**config.mk**
```make
export PLATFORM = sky130hd
export DESIGN_NAME = eeac_top
export DESIGN_NICKNAME = d
export VERILOG_FILES = /design/src/hdl/eeac_pkg.sv /design/src/hdl/eeac_top.sv /design/src/hdl/eeac_array.sv /design/src/hdl/eeac_wr_timer.sv
export SDC_FILE = /design/constraint.sdc
export NUM_CORES = 1
export LEC_CHECK = 0
export ABC_AREA = 0
export BUFFER_PORTS_ARGS = -buffer_cell sky130_fd_sc_hd__buf_2
export CAP_MARGIN = 10
export CORE_MARGIN = 3
export CORE_UTILIZATION = 40
export CTS_BUF_LIST = sky130_fd_sc_hd__clkbuf_8
export CTS_CLUSTER_DIAMETER = 80
export DETAILED_ROUTE_END_ITERATION = 10
export HOLD_SLACK_MARGIN = 0.02
export PLACE_DENSITY_LB_ADDON = 0.05
export SLEW_MARGIN = 20
export SYNTH_ARGS = -nofsm -noshare
export SYNTH_HDL_FRONTEND = slang
export SYNTH_SLANG_ARGS = --single-unit
```
**constraint.sdc**
```tcl
create_clock -name core_clk -period 2.8 [get_ports core_clk]
set_input_delay 0.42 -clock core_clk [delete_from_list [all_inputs] [get_ports core_clk]]
set_output_delay 0.42 -clock core_clk [all_outputs]
set_load 0.005 [all_outputs]
```
**src/hdl/eeac_pkg.sv**
```systemverilog
// Package for the data EEPROM access controller: register offsets, field
// positions, reset values, timing counts, states and carrier structs.
// Assumes one 125 MHz core clock and a plain register port.
`default_nettype none
package eeac_pkg;

  // Register offsets on the plain register port
  localparam logic [7:0] ADDR_REG_OFS = 8'h00;
  localparam logic [7:0] DATA_REG_OFS = 8'h01;
  localparam logic [7:0] CTRL_REG_OFS = 8'h02;
  localparam logic [7:0] BANK_REG_OFS = 8'h03;
  localparam logic [7:0] IRQ_STAT_OFS = 8'h04;
  localparam logic [7:0] IRQ_MASK_OFS = 8'h05;
  localparam logic [7:0] MF_CTRL_OFS = 8'h06;
  localparam logic [7:0] INDIR_PTR_OFS = 8'h07;
  localparam logic [7:0] INDIR_PORT_OFS = 8'h08;
  localparam logic [7:0] CORE_STAT_OFS = 8'h09;

  // Control register field positions
  localparam int CTRL_RD_POS = 0;
  localparam int CTRL_READ_ENABLE_BIT_POS = 1;
  localparam int CTRL_WR_POS = 2;
  localparam int CTRL_WRITE_ENABLE_BIT_POS = 3;

  // Interrupt status / mask bit positions
  localparam int IRQ_RDDONE_POS = 0;
  localparam int IRQ_WRDONE_POS = 1;

  // Multi-function control bit positions
  localparam int MF_GLOBAL_EN_POS = 0;
  localparam int MF_GROUP_EN_POS = 1;
  localparam int MF_EE_EN_POS = 2;
  localparam int MF_GROUP_FLAG_POS = 3;
  localparam int MF_EE_FLAG_POS = 4;

  // Bank holding the control register and its indirect address
  localparam logic [7:0] CTRL_BANK = 8'h01;
  localparam logic [7:0] CTRL_INDIR_ADDR = 8'h40;

  // Reset values
  localparam logic [7:0] BANK_RST = 8'h00;
  localparam logic [3:0] CTRL_RST = 4'h0;
  localparam logic [1:0] IRQ_MASK_RST = 2'h0;
  localparam logic [7:0] PTR_RST = 8'h00;

  // Array geometry
  localparam int EE_AW = 6;
  localparam int EE_DEPTH = 64;

  // Timing: read access time and a free-running write timer
  localparam int CLK_PERIOD_NS = 8;
  localparam int READ_TIME_NS = 40;
  localparam int READ_CYCLES = (READ_TIME_NS + CLK_PERIOD_NS - 1) / CLK_PERIOD_NS;
  localparam int WR_TICK_DIV = 37;
  localparam int WR_TICKS = 16;

  typedef enum logic [1:0] {
    EEAC_IDLE = 2'b00,
    EEAC_READ = 2'b01,
    EEAC_WRITE = 2'b10
  } eeac_state_t;

  // Register port request
  typedef struct packed {
    logic wr;
    logic rd;
    logic [7:0] addr;
    logic [7:0] wdata;
  } eeac_req_t;

  // Array access command
  typedef struct packed {
    logic we;
    logic [EE_AW-1:0] addr;
    logic [7:0] data;
  } eeac_mem_t;

endpackage
`default_nettype wire

```
**src/hdl/eeac_top.sv**
```systemverilog
// Data EEPROM access controller: address, data and control registers,
// bank-gated control access, read and timed write cycles, interrupts.
// Assumes a single-cycle register port master on core_clk.
//
// The address-and-strobe port and the address map were chosen for this implementation.
`timescale 1ns/1ps
`default_nettype none
module eeac_top
  import eeac_pkg::*;
(
  // Clock and reset
  input wire logic core_clk,
  input wire logic rst,
  // Register port
  input wire logic [7:0] regAddr,
  input wire logic [7:0] regWdata,
  input wire logic regWr,
  input wire logic regRd,
  output logic [7:0] regRdata,
  // Core interrupt handshake
  input wire logic stackFull,
  input wire logic intService,
  output logic intVectorReq,
  output logic irq
);

  // Register port request and cycle state
  eeac_req_t req;
  eeac_state_t stateQ;
  eeac_mem_t memCmd;

  // Software-visible registers
  logic [EE_AW-1:0] eepromAddrQ;
  logic [7:0] eepromDataQ;
  logic [3:0] eepromCtrlQ;
  logic [7:0] bankSelQ;
  logic [7:0] indirPtrQ;
  logic [1:0] irqStatQ;
  logic [1:0] irqMaskQ;

  // Multi-function interrupt enables and request flags
  logic globalEnQ;
  logic groupEnQ;
  logic eepromIrqEnQ;
  logic eepromIrqFlagQ;
  logic groupFlagQ;

  // Address, data and read count held for the running cycle
  logic [EE_AW-1:0] latAddrQ;
  logic [7:0] latDataQ;
  logic [3:0] rdCntQ;

  // Returns from the cell array and the write timer
  logic [7:0] arrRd;
  logic wrDone;

  // Control register access decode
  logic ctrlVisible;
  logic ctrlWr;
  logic [3:0] ctrlWval;

  // Cycle start and end events
  logic wrStart;
  logic rdStart;
  logic rdEnd;
  logic cycEnd;

  assign req = '{wr: regWr, rd: regRd, addr: regAddr, wdata: regWdata};

  // Control register is visible only in bank 1, directly or indirectly
  assign ctrlVisible = (bankSelQ == CTRL_BANK);
  assign ctrlWr = req.wr && ctrlVisible && (req.addr == CTRL_REG_OFS ||
    (req.addr == INDIR_PORT_OFS && indirPtrQ == CTRL_INDIR_ADDR));
  assign ctrlWval = req.wdata[3:0];

  // Start requests qualified by the enable already held
  assign rdStart = ctrlWr && stateQ == EEAC_IDLE && ctrlWval[CTRL_RD_POS] &&
    eepromCtrlQ[CTRL_READ_ENABLE_BIT_POS] && !eepromCtrlQ[CTRL_RD_POS];
  assign wrStart = ctrlWr && stateQ == EEAC_IDLE && ctrlWval[CTRL_WR_POS] &&
    eepromCtrlQ[CTRL_WRITE_ENABLE_BIT_POS] && !eepromCtrlQ[CTRL_WR_POS] &&
    !rdStart;
  assign rdEnd = stateQ == EEAC_READ && rdCntQ == 4'(READ_CYCLES);
  assign cycEnd = rdEnd || wrDone;

  // Array command uses values latched at cycle start
  assign memCmd = '{we: wrDone, addr: latAddrQ, data: latDataQ};

  eeac_array uArray (
    .core_clk(core_clk),
    .memCmd(memCmd),
    .rdData(arrRd)
  );

  eeac_wr_timer uTimer (
    .core_clk(core_clk),
    .rst(rst),
    .start(wrStart),
    .done(wrDone)
  );

  // Cycle sequencer
  always_ff @(posedge core_clk) begin
    if (rst) begin
      stateQ <= EEAC_IDLE;
      rdCntQ <= 4'h0;
    end else begin
      case (stateQ)
        EEAC_IDLE: begin
          rdCntQ <= 4'h0;
          if (rdStart) begin
            stateQ <= EEAC_READ;
          end else if (wrStart) begin
            stateQ <= EEAC_WRITE;
          end
        end
        EEAC_READ: begin
          rdCntQ <= rdCntQ + 4'h1;
          if (rdEnd) begin
            stateQ <= EEAC_IDLE;
          end
        end
        EEAC_WRITE: begin
          if (wrDone) begin
            stateQ <= EEAC_IDLE;
          end
        end
        default: stateQ <= EEAC_IDLE;
      endcase
    end
  end

  // Snapshot of address and data at cycle start
  always_ff @(posedge core_clk) begin
    if (rst) begin
      latAddrQ <= '0;
      latDataQ <= 8'h00;
    end else if (rdStart || wrStart) begin
      latAddrQ <= eepromAddrQ;
      latDataQ <= eepromDataQ;
    end
  end

  // Control register: enables by software, start bits cleared by hardware
  always_ff @(posedge core_clk) begin
    if (rst) begin
      eepromCtrlQ <= CTRL_RST;
    end else begin
      if (ctrlWr) begin
        eepromCtrlQ[CTRL_READ_ENABLE_BIT_POS] <= ctrlWval[CTRL_READ_ENABLE_BIT_POS];
        eepromCtrlQ[CTRL_WRITE_ENABLE_BIT_POS] <= ctrlWval[CTRL_WRITE_ENABLE_BIT_POS];
      end
      if (rdStart) begin
        eepromCtrlQ[CTRL_RD_POS] <= 1'b1;
      end else if (rdEnd) begin
        eepromCtrlQ[CTRL_RD_POS] <= 1'b0;
      end
      if (wrStart) begin
        eepromCtrlQ[CTRL_WR_POS] <= 1'b1;
      end else if (wrDone) begin
        eepromCtrlQ[CTRL_WR_POS] <= 1'b0;
      end
    end
  end

  // Address register, six bits
  always_ff @(posedge core_clk) begin
    if (rst) begin
      eepromAddrQ <= '0;
    end else if (req.wr && req.addr == ADDR_REG_OFS) begin
      eepromAddrQ <= req.wdata[EE_AW-1:0];
    end
  end

  // Data register: software write, or read result at read end
  always_ff @(posedge core_clk) begin
    if (rst) begin
      eepromDataQ <= 8'h00;
    end else if (rdEnd) begin
      eepromDataQ <= arrRd;
    end else if (req.wr && req.addr == DATA_REG_OFS) begin
      eepromDataQ <= req.wdata;
    end
  end

  // Bank selector and indirect pointer
  always_ff @(posedge core_clk) begin
    if (rst) begin
      bankSelQ <= BANK_RST;
      indirPtrQ <= PTR_RST;
    end else begin
      if (req.wr && req.addr == BANK_REG_OFS) begin
        bankSelQ <= req.wdata;
      end
      if (req.wr && req.addr == INDIR_PTR_OFS) begin
        indirPtrQ <= req.wdata;
      end
    end
  end

  // Sticky done status, write one to clear, set wins
  always_ff @(posedge core_clk) begin
    if (rst) begin
      irqStatQ <= 2'h0;
      irqMaskQ <= IRQ_MASK_RST;
    end else begin
      if (req.wr && req.addr == IRQ_MASK_OFS) begin
        irqMaskQ <= req.wdata[1:0];
      end
      for (int i = 0; i < 2; i++) begin
        if ((i == IRQ_RDDONE_POS && rdEnd) || (i == IRQ_WRDONE_POS && wrDone)) begin
          irqStatQ[i] <= 1'b1;
        end else if (req.wr && req.addr == IRQ_STAT_OFS && req.wdata[i]) begin
          irqStatQ[i] <= 1'b0;
        end
      end
    end
  end

  // Multi-function enables and flags
  always_ff @(posedge core_clk) begin
    if (rst) begin
      globalEnQ <= 1'b0;
      groupEnQ <= 1'b0;
      eepromIrqEnQ <= 1'b0;
      eepromIrqFlagQ <= 1'b0;
      groupFlagQ <= 1'b0;
    end else begin
      if (req.wr && req.addr == MF_CTRL_OFS) begin
        globalEnQ <= req.wdata[MF_GLOBAL_EN_POS];
        groupEnQ <= req.wdata[MF_GROUP_EN_POS];
        eepromIrqEnQ <= req.wdata[MF_EE_EN_POS];
      end
      if (cycEnd) begin
        eepromIrqFlagQ <= 1'b1;
      end else if (req.wr && req.addr == MF_CTRL_OFS && !req.wdata[MF_EE_FLAG_POS]) begin
        eepromIrqFlagQ <= 1'b0;
      end
      if (cycEnd) begin
        groupFlagQ <= 1'b1;
      end else if (intService || (req.wr && req.addr == MF_CTRL_OFS &&
          !req.wdata[MF_GROUP_FLAG_POS])) begin
        groupFlagQ <= 1'b0;
      end
    end
  end

  // Interrupt outputs from flops
  always_ff @(posedge core_clk) begin
    if (rst) begin
      irq <= 1'b0;
      intVectorReq <= 1'b0;
    end else begin
      irq <= |(irqStatQ & irqMaskQ);
      intVectorReq <= globalEnQ && groupEnQ && eepromIrqEnQ && eepromIrqFlagQ &&
        groupFlagQ && !stackFull && !intService;
    end
  end

  // Read data, one cycle after the strobe
  always_ff @(posedge core_clk) begin
    if (rst) begin
      regRdata <= 8'h00;
    end else if (req.rd) begin
      case (req.addr)
        ADDR_REG_OFS: regRdata <= {2'b00, eepromAddrQ};
        DATA_REG_OFS: regRdata <= eepromDataQ;
        CTRL_REG_OFS: regRdata <= ctrlVisible ? {4'h0, eepromCtrlQ} : 8'h00;
        BANK_REG_OFS: regRdata <= bankSelQ;
        IRQ_STAT_OFS: regRdata <= {6'h00, irqStatQ};
        IRQ_MASK_OFS: regRdata <= {6'h00, irqMaskQ};
        MF_CTRL_OFS: regRdata <= {3'h0, eepromIrqFlagQ, groupFlagQ, eepromIrqEnQ,
          groupEnQ, globalEnQ};
        INDIR_PTR_OFS: regRdata <= indirPtrQ;
        INDIR_PORT_OFS: regRdata <= (ctrlVisible && indirPtrQ == CTRL_INDIR_ADDR) ?
          {4'h0, eepromCtrlQ} : 8'h00;
        CORE_STAT_OFS: regRdata <= {6'h00, stateQ};
        default: regRdata <= 8'h00;
      endcase
    end else begin
      regRdata <= 8'h00;
    end
  end

endmodule
`default_nettype wire

```
**src/hdl/eeac_array.sv**
```systemverilog
// Data EEPROM cell array, 64 bytes, synchronous read and write.
// Assumes the controller holds address and data stable during an access.
`timescale 1ns/1ps
`default_nettype none
module eeac_array
  import eeac_pkg::*;
(
  // Clock
  input wire logic core_clk,
  // Access
  input wire eeac_mem_t memCmd,
  output logic [7:0] rdData
);

  logic [7:0] cells [EE_DEPTH];

  // Store on write, fetch every cycle
  always_ff @(posedge core_clk) begin
    if (memCmd.we) begin
      cells[memCmd.addr] <= memCmd.data;
    end
    rdData <= cells[memCmd.addr];
  end

endmodule
`default_nettype wire

```
**src/hdl/eeac_wr_timer.sv**
```systemverilog
// Write-cycle timer, an independent tick source that is not phase-locked to
// the software view of the clock; a write ends on a tick count.
// Assumes start is a one-cycle pulse from the controller.
`timescale 1ns/1ps
`default_nettype none
module eeac_wr_timer
  import eeac_pkg::*;
(
  // Clock and reset
  input wire logic core_clk,
  input wire logic rst,
  // Control
  input wire logic start,
  output logic done
);

  logic [7:0] divQ;
  logic [4:0] tickQ;
  logic runQ;

  // Free-running divider, never reset by a start, so latency varies
  always_ff @(posedge core_clk) begin
    if (rst) begin
      divQ <= 8'h00;
    end else if (divQ == 8'(WR_TICK_DIV - 1)) begin
      divQ <= 8'h00;
    end else begin
      divQ <= divQ + 8'h01;
    end
  end

  // Tick counter for one write
  always_ff @(posedge core_clk) begin
    if (rst) begin
      runQ <= 1'b0;
      tickQ <= 5'h00;
      done <= 1'b0;
    end else begin
      done <= 1'b0;
      if (start) begin
        runQ <= 1'b1;
        tickQ <= 5'h00;
      end else if (runQ && divQ == 8'h00) begin
        if (tickQ == 5'(WR_TICKS - 1)) begin
          runQ <= 1'b0;
          done <= 1'b1;
        end
        tickQ <= tickQ + 5'h01;
      end
    end
  end

endmodule
`default_nettype wire

```
==> run_results.csv, run 1 <==
group,metric,value,unit
status,status,"complete, no violations",
logic_synthesis,yosysTopAreaCellShare,0.634,
cells_and_area,final_nets,1795,
clock_tree,cts_tree,"yes",
critical_path,cp_max_fo,20,
sta,drv_slew,0,
sta,slew_headroom,0.266,
place,place.gp.congestion,0.832,
cells_and_area,synthToLayoutAreaGrowth,17.4,%
floorplan,start_util,0.408,
place,port_buffers,31,
clock_tree,clk_path_buf_depth,3,
cells_and_area,post-route-cell-area,28500,um^2
logic_synthesis,synth_warnings,0,
grt,grt_pass1_vias,15000,
sta,max_freq,0.362,GHz
grt,grt_max_degree,66,
critical_path,end_kind,"flip-flop",
routing,vias,14800,
logic_synthesis,syn_inst,1547,
routing,drtPass1Iterations,7,
critical_path,worstPathCellList,"buf_12, mux4_1, mux2i_1, o22a_1, o211ai_1, or4_1",
pwr,power_density,605,nW/um^2
routing,drc,0,
logic_synthesis,ys_top_cells_by_count,"edfxtp_1 (512), nor2_1 (145), dfxtp_1 (96)",
cells_and_area,multiInputGateArea,6430,um^2
grt,antenna_found_initial,1,
grt,grt_use_total,0.228,
critical_path,slowest_delay,0.56,ns
floorplan,die-area,63700,um^2
floorplan,core_area,59500,um^2
run,cap_violations,0,
place,place_area,26500,um^2
critical_path,criticalPathCategory,"flip-flop to flip-flop",
logic_synthesis,ys_ff_latch,608,
grt,grt_overflow,0,
cells_and_area,fin_cells,2627,
critical_path,r2r_end,"uArray.rdData[2]",
logic_synthesis,ys_seq_area_frac,0.713,
floorplan,die_h,252,um
place,place_inst,2425,
logic_synthesis,synthArstFlopShare,0,
sta,rsz0062_at_grt,"false",
clock_tree,cts-root-buf,"clkbuf_8",
worst_hold_path,hp-class,"primary input to flip-flop",
routing,first_iter_violations,1210,
critical_path,reg2reg_setup_slack,0.04,ns
logic_synthesis,synth.area.top_cells,"edfxtp_1 (63%), dfxtp_1 (7.9%), mux4_2 (5.0%)",
routing,finalWirelength,72.2,mm
critical_path,r2r_start,"latAddrQ[1]",
routing,routed_via_density,5.64,
pwr,ir_drop,397,uV
logic_synthesis,ys.flop_type,"edfxtp_1",
place,hpwl,45.9,mm
sta,final.setup_skew,0.0380,ns
logic_synthesis,yosysTopAreaCell,"edfxtp_1",
logic_synthesis,avgSynthCellArea,15.7,um^2
worst_hold_path,min-delay-start,"regWdata[3]",
worst_hold_path,hold_depth,3,
clock_tree,clock_sinks,608,
floorplan,ios,32,
cells_and_area,register_area,17300,um^2
sta,report.final.setup_viol,0,
critical_path,rr_worst_depth,6,
floorplan,rows,89,
clock_tree,cts-buffers-inserted,103,
sta,fin_crit_sh,0.987,
cells_and_area,layout-drive-gt1-share,0.249,
logic_synthesis,syn_nets,1575,
critical_path,required,3.38,ns
sta,worst_pin_slew,1.10,ns
critical_path,start_kind,"flip-flop",
critical_path,cp_slowest_cell,"dfxtp_4",
logic_synthesis,yosysUniqueCellTypes,71,
sta,fin_crit,2.76,ns
critical_path,worstPathArrival,3.35,ns
cells_and_area,fillers,5260,
logic_synthesis,netlist_area,24300,um^2
clock_tree,clk_pin_slew_worst_paths,0.07,ns
pwr,p_leak,8.67,nW
clock_tree,clock_latency,0.72,ns
sta,finalSetupTns,0,ns
routing,wl_per_cell,27.5,um
logic_synthesis,synth.most_common_cell,"edfxtp_1",
worst_hold_path,hold_end,"eepromAddrQ[3]",
routing,ant_nets,0,
logic_synthesis,synth_edf_count,512,
grt,grt_pass1_wl,106,mm
clock_tree,htree_num_levels,3,
sta,final-hold-violation-count,0,
floorplan,die_width,252,um
worst max-delay path: cells and delay by family (launching register included):
kind | cells | cell delay (ns)
AND/OR/NAND/NOR | 1 | 0.56
buffers and inverters | 1 | 0.23
multiplexers | 2 | 0.90
AO/OA/AOI/OAI | 2 | 0.40
flip-flops | 1 | 0.56
power by group:
| part | switching [mW] | leakage [nW] | total, mW | internal, mW |
|---|---|---|---|---|
| clock network | 3.58 | 1.12 | 7.45 | 3.87 |
| logic | 0.0730 | 2.92 | 0.109 | 0.0360 |
| registers | 0.00632 | 4.63 | 9.68 | 9.67 |
metrics by stage:
step / util / worst slack (ns) / hold slack [ns] / total power [mW]
floorplan: - / 0.377 / 0.432 / 9.92
global placement: 0.445 / 0.0445 / 0.460 / 9.97
detailed placement: 0.445 / 0.0705 / 0.466 / 9.97
CTS: 0.479 / 0.0707 / 0.0295 / 17.4
global route: 0.479 / 0.0221 / 0.0563 / 17.8
finish: 0.479 / 0.0368 / 0.0819 / 17.2
routing by layer:
| layer | track usage | vias to the layer above | part of all wire | wire (um) |
|---|---|---|---|---|
| met5 | 0 | - | 0 | 0 |
| met4 | 0.0526 | 0 | 0.018 | 1300 |
| met3 | 0.0500 | 86 | 0.062 | 4480 |
| met2 | 0.355 | 463 | 0.46 | 33100 |
| met1 | 0.330 | 7703 | 0.46 | 33300 |
| li1 | - | 6552 | - | - |
state kept, by name, indices dropped and copies added, names as in the netlist, 2 cells and up:
register	flops
uArray.rdData	8
uTimer.tickQ	5
latDataQ	8
eepromCtrlQ	4
stateQ	2
eepromAddrQ	6
irqMaskQ	2
uTimer.divQ	8
uArray.cells	512
eepromDataQ	8
rdCntQ	4
irqStatQ	2
latAddrQ	6
regRdata	8
bankSelQ	8
indirPtrQ	8
worst max-delay path by stage:
| stage | start | to | slack, ns | cells past startpoint |
|---|---|---|---|---|
| 6_report | latAddrQ[1] | uArray.rdData[2] | 0.04 | 6 |
| 5_1_grt | latAddrQ[1] | uArray.rdData[2] | 0.02 | 6 |
| 4_1_cts | latAddrQ[2] | uArray.rdData[2] | 0.07 | 7 |
| 3_5_place_dp | latAddrQ[2] | uArray.rdData[2] | 0.07 | 7 |
| 3_3_place_gp | latAddrQ[2] | uArray.rdData[2] | 0.04 | 7 |
| 2_1_floorplan | latAddrQ[0] | uArray.cells[11][0] | 0.38 | 8 |
final cells by class:
cell class                      count  share of cell area
Clock inverter                     75              0.0127
Clock buffer                      113              0.0546
Multi-Input combinational cell    826               0.226
Antenna cell                        4            0.000351
Tap cell                          773              0.0339
Timing Repair Buffer              217              0.0634
Inverter                           11             0.00145
Sequential cell                   608               0.608
timing repair:
item                                   in CTS  in global routing
buffers inserted                            0                  1
endpoints found under the hold margin      16                  0
hold buffers                                9                  0
gates resized for setup                     0                  0
setup endpoints to repair                   0                  1
cell usage in the layout (no fill, tap or decap), types with 44 or more instances in the layout:
cell type	instances
edfxtp_1	512
mux2i_1	78
nor2_1	144
clkbuf_8	113
mux4_2	54
dfxtp_1	85
a221oi_1	44
a21oi_1	52
nand2_1	94
buf_4	159
cells by family (layout without fill, tap and decap cells):
family / Yosys count / in the layout / share of synthesized area
buffers and inverters: 113 / 416 / 0.0222
AOI/OAI and AO/OA: 236 / 236 / 0.0684
other: 0 / 4 / 0
adders and majority gates: 6 / 6 / 0.00309
muxes: 183 / 183 / 0.111
and+or+nand+nor: 392 / 392 / 0.0794
xor gates and xnor gates: 9 / 9 / 0.00325
DFF: 608 / 608 / 0.713
(Power assumes the default switching activity.)
==> inputs of run 2 (changes only) <==
Settings changed: CAP_MARGIN 10 to 30.
Clock period 2.8 ns to 2.49 ns, I/O delays scaled along.
==> run 2 against run 1 <==
Against the previous run:
- clock power rose by 10%
- sequential cell count did not move
- fmax rose by 13%
- global-route usage fell by 0.27 points
- sequential share of layout area fell by 0.82 points
- final cell count rose by 1.6%
- utilization rose by 0.65 points
==> run_results.csv, run 2 (synthesis gave the netlist of run 1 again) <==
group,metric,value,unit
status,status,"complete, no violations",
routing,routed_via_density,5.58,
clock_tree,cts-buffers-inserted,102,
routing,first_iter_violations,1243,
critical_path,start_kind,"flip-flop",
clock_tree,cts-root-buf,"clkbuf_8",
sta,worst_pin_slew,0.952,ns
clock_tree,clock_sinks,608,
critical_path,crit_end,"uArray.rdData[3]",
pwr,power_density,665,nW/um^2
routing,drtPass1Iterations,5,
critical_path,end_kind,"flip-flop",
clock_tree,clock_latency,0.70,ns
cells_and_area,fin_cells,2669,
cells_and_area,layout_common_cells,"edfxtp_1 (512), buf_4 (193), nor2_1 (144), clkbuf_8 (112), nand2_1 (94)",
grt,grt_use_total,0.226,
floorplan,die_width,252,um
sta,final-hold-violation-count,0,
sta,fin_hold_ws,0.129,ns
sta,layout_setup_ws,0.0401,ns
grt,grt_pass1_vias,14800,
cells_and_area,final_nets,1838,
floorplan,die-area,63700,um^2
critical_path,reg2reg_setup_slack,0.04,ns
grt,grt_pass1_wl,104,mm
critical_path,cp_max_fo,18,
sta,fin_crit_sh,0.984,
cells_and_area,largest_register_ffs,512,
critical_path,cp-startpoint,"latAddrQ[1]",
critical_path,required,3.05,ns
cells_and_area,layout-drive-gt1-share,0.264,
floorplan,die_h,252,um
grt,antenna_found_initial,2,
routing,vias,14900,
clock_tree,clk_path_buf_depth,3,
clock_tree,clk_pin_slew_worst_paths,0.06,ns
routing,drc,0,
place,place.gp.congestion,0.846,
sta,finalSetupTns,0,ns
sta,fin_crit,2.45,ns
sta,drv_slew,0,
place,place_ws,-0.327,ns
cells_and_area,finish.utilization,0.486,
grt,grt_overflow,0,
critical_path,worstPathArrival,3.01,ns
critical_path,r2r_end,"uArray.rdData[3]",
cells_and_area,post-route-cell-area,28900,um^2
routing,finalWirelength,72.0,mm
clock_tree,htree_num_levels,3,
clock_tree,cts_tree,"yes",
place,place_area,26800,um^2
sta,final.setup_skew,0.0322,ns
floorplan,core_area,59500,um^2
floorplan,ios,32,
pwr,ir_drop,390,uV
cells_and_area,final_common_cell,"edfxtp_1",
sta,max_freq,0.408,GHz
pwr,p_leak,8.91,nW
worst_hold_path,hp-class,"primary input to flip-flop",
pwr,power,19.2,mW
cells_and_area,synthToLayoutAreaGrowth,19.0,%
cells_and_area,top_register,"uArray.cells",
place,port_buffers,31,
place,place_inst,2464,
place,hpwl,47.0,mm
critical_path,rr_worst_depth,7,
critical_path,criticalPathCategory,"flip-flop to flip-flop",
sta,slew_headroom,0.363,
routing,wl_per_cell,27.0,um
run,cap_violations,0,
critical_path,r2r_start,"latAddrQ[1]",
grt,grt_max_degree,54,
sta,report.final.setup_viol,0,
floorplan,start_util,0.408,
floorplan,rows,89,
routing,ant_nets,0,
cells_and_area,fillers,5213,
run 2: timing repair:
item,in CTS,in global routing
pin swaps,0,2
resized for setup,3,7
setup endpoints to repair,2,5
hold buffers,12,0
cloned,0,0
hold endpoints to repair,36,0
setup buffers,0,3
run 2: cell type report:
class	count	area, um^2	area share
Tap cell	773	967	0.0335
Clock buffer	112	1540	0.0534
Sequential cell	608	17300	0.600
Clock inverter	77	338	0.0117
Inverter	11	41.3	0.00143
Timing Repair Buffer	261	2210	0.0764
Antenna cell	1	2.50	0.0000866
Multi-Input combinational cell	826	6470	0.224
run 2: critical path: stages, from the launching register on:
cell,delay [ns]
dfxtp_4,0.44
buf_12,0.20
buf_4,0.21
mux4_2,0.52
nand2_1,0.09
a21oi_1,0.26
a2111oi_4,0.45
nand4_1,0.12
run 2: worst min-delay path by stage:
stage                     start              to  slack (ns)  depth (start not counted)
global placement    bankSelQ[5]     bankSelQ[5]        0.46                          2
global route              regWr     bankSelQ[4]        0.10                          3
CTS                       regWr  eepromAddrQ[5]        0.07                          3
floorplan           uTimer.runQ     uTimer.runQ        0.43                          2
finish                    regWr  eepromAddrQ[5]        0.13                          3
detailed placement  bankSelQ[5]     bankSelQ[5]        0.46                          2
run 2: power breakdown:
group / leakage [nW] / total [mW] / switching (mW) / internal, mW
Combinational: 3.16 / 0.131 / 0.0853 / 0.0458
Sequential: 4.63 / 10.9 / 0.00673 / 10.9
Clock: 1.12 / 8.21 / 3.99 / 4.22
Total: 8.91 / 19.2 / 4.08 / 15.1
run 2: metal layers:
metal	wire length (um)	vias to the layer above	GRT usage
met5	0	-	0
met1	33100	7672	0.326
met2	32700	488	0.345
li1	-	6630	-
met3	4390	116	0.0487
met4	1840	0	0.0669
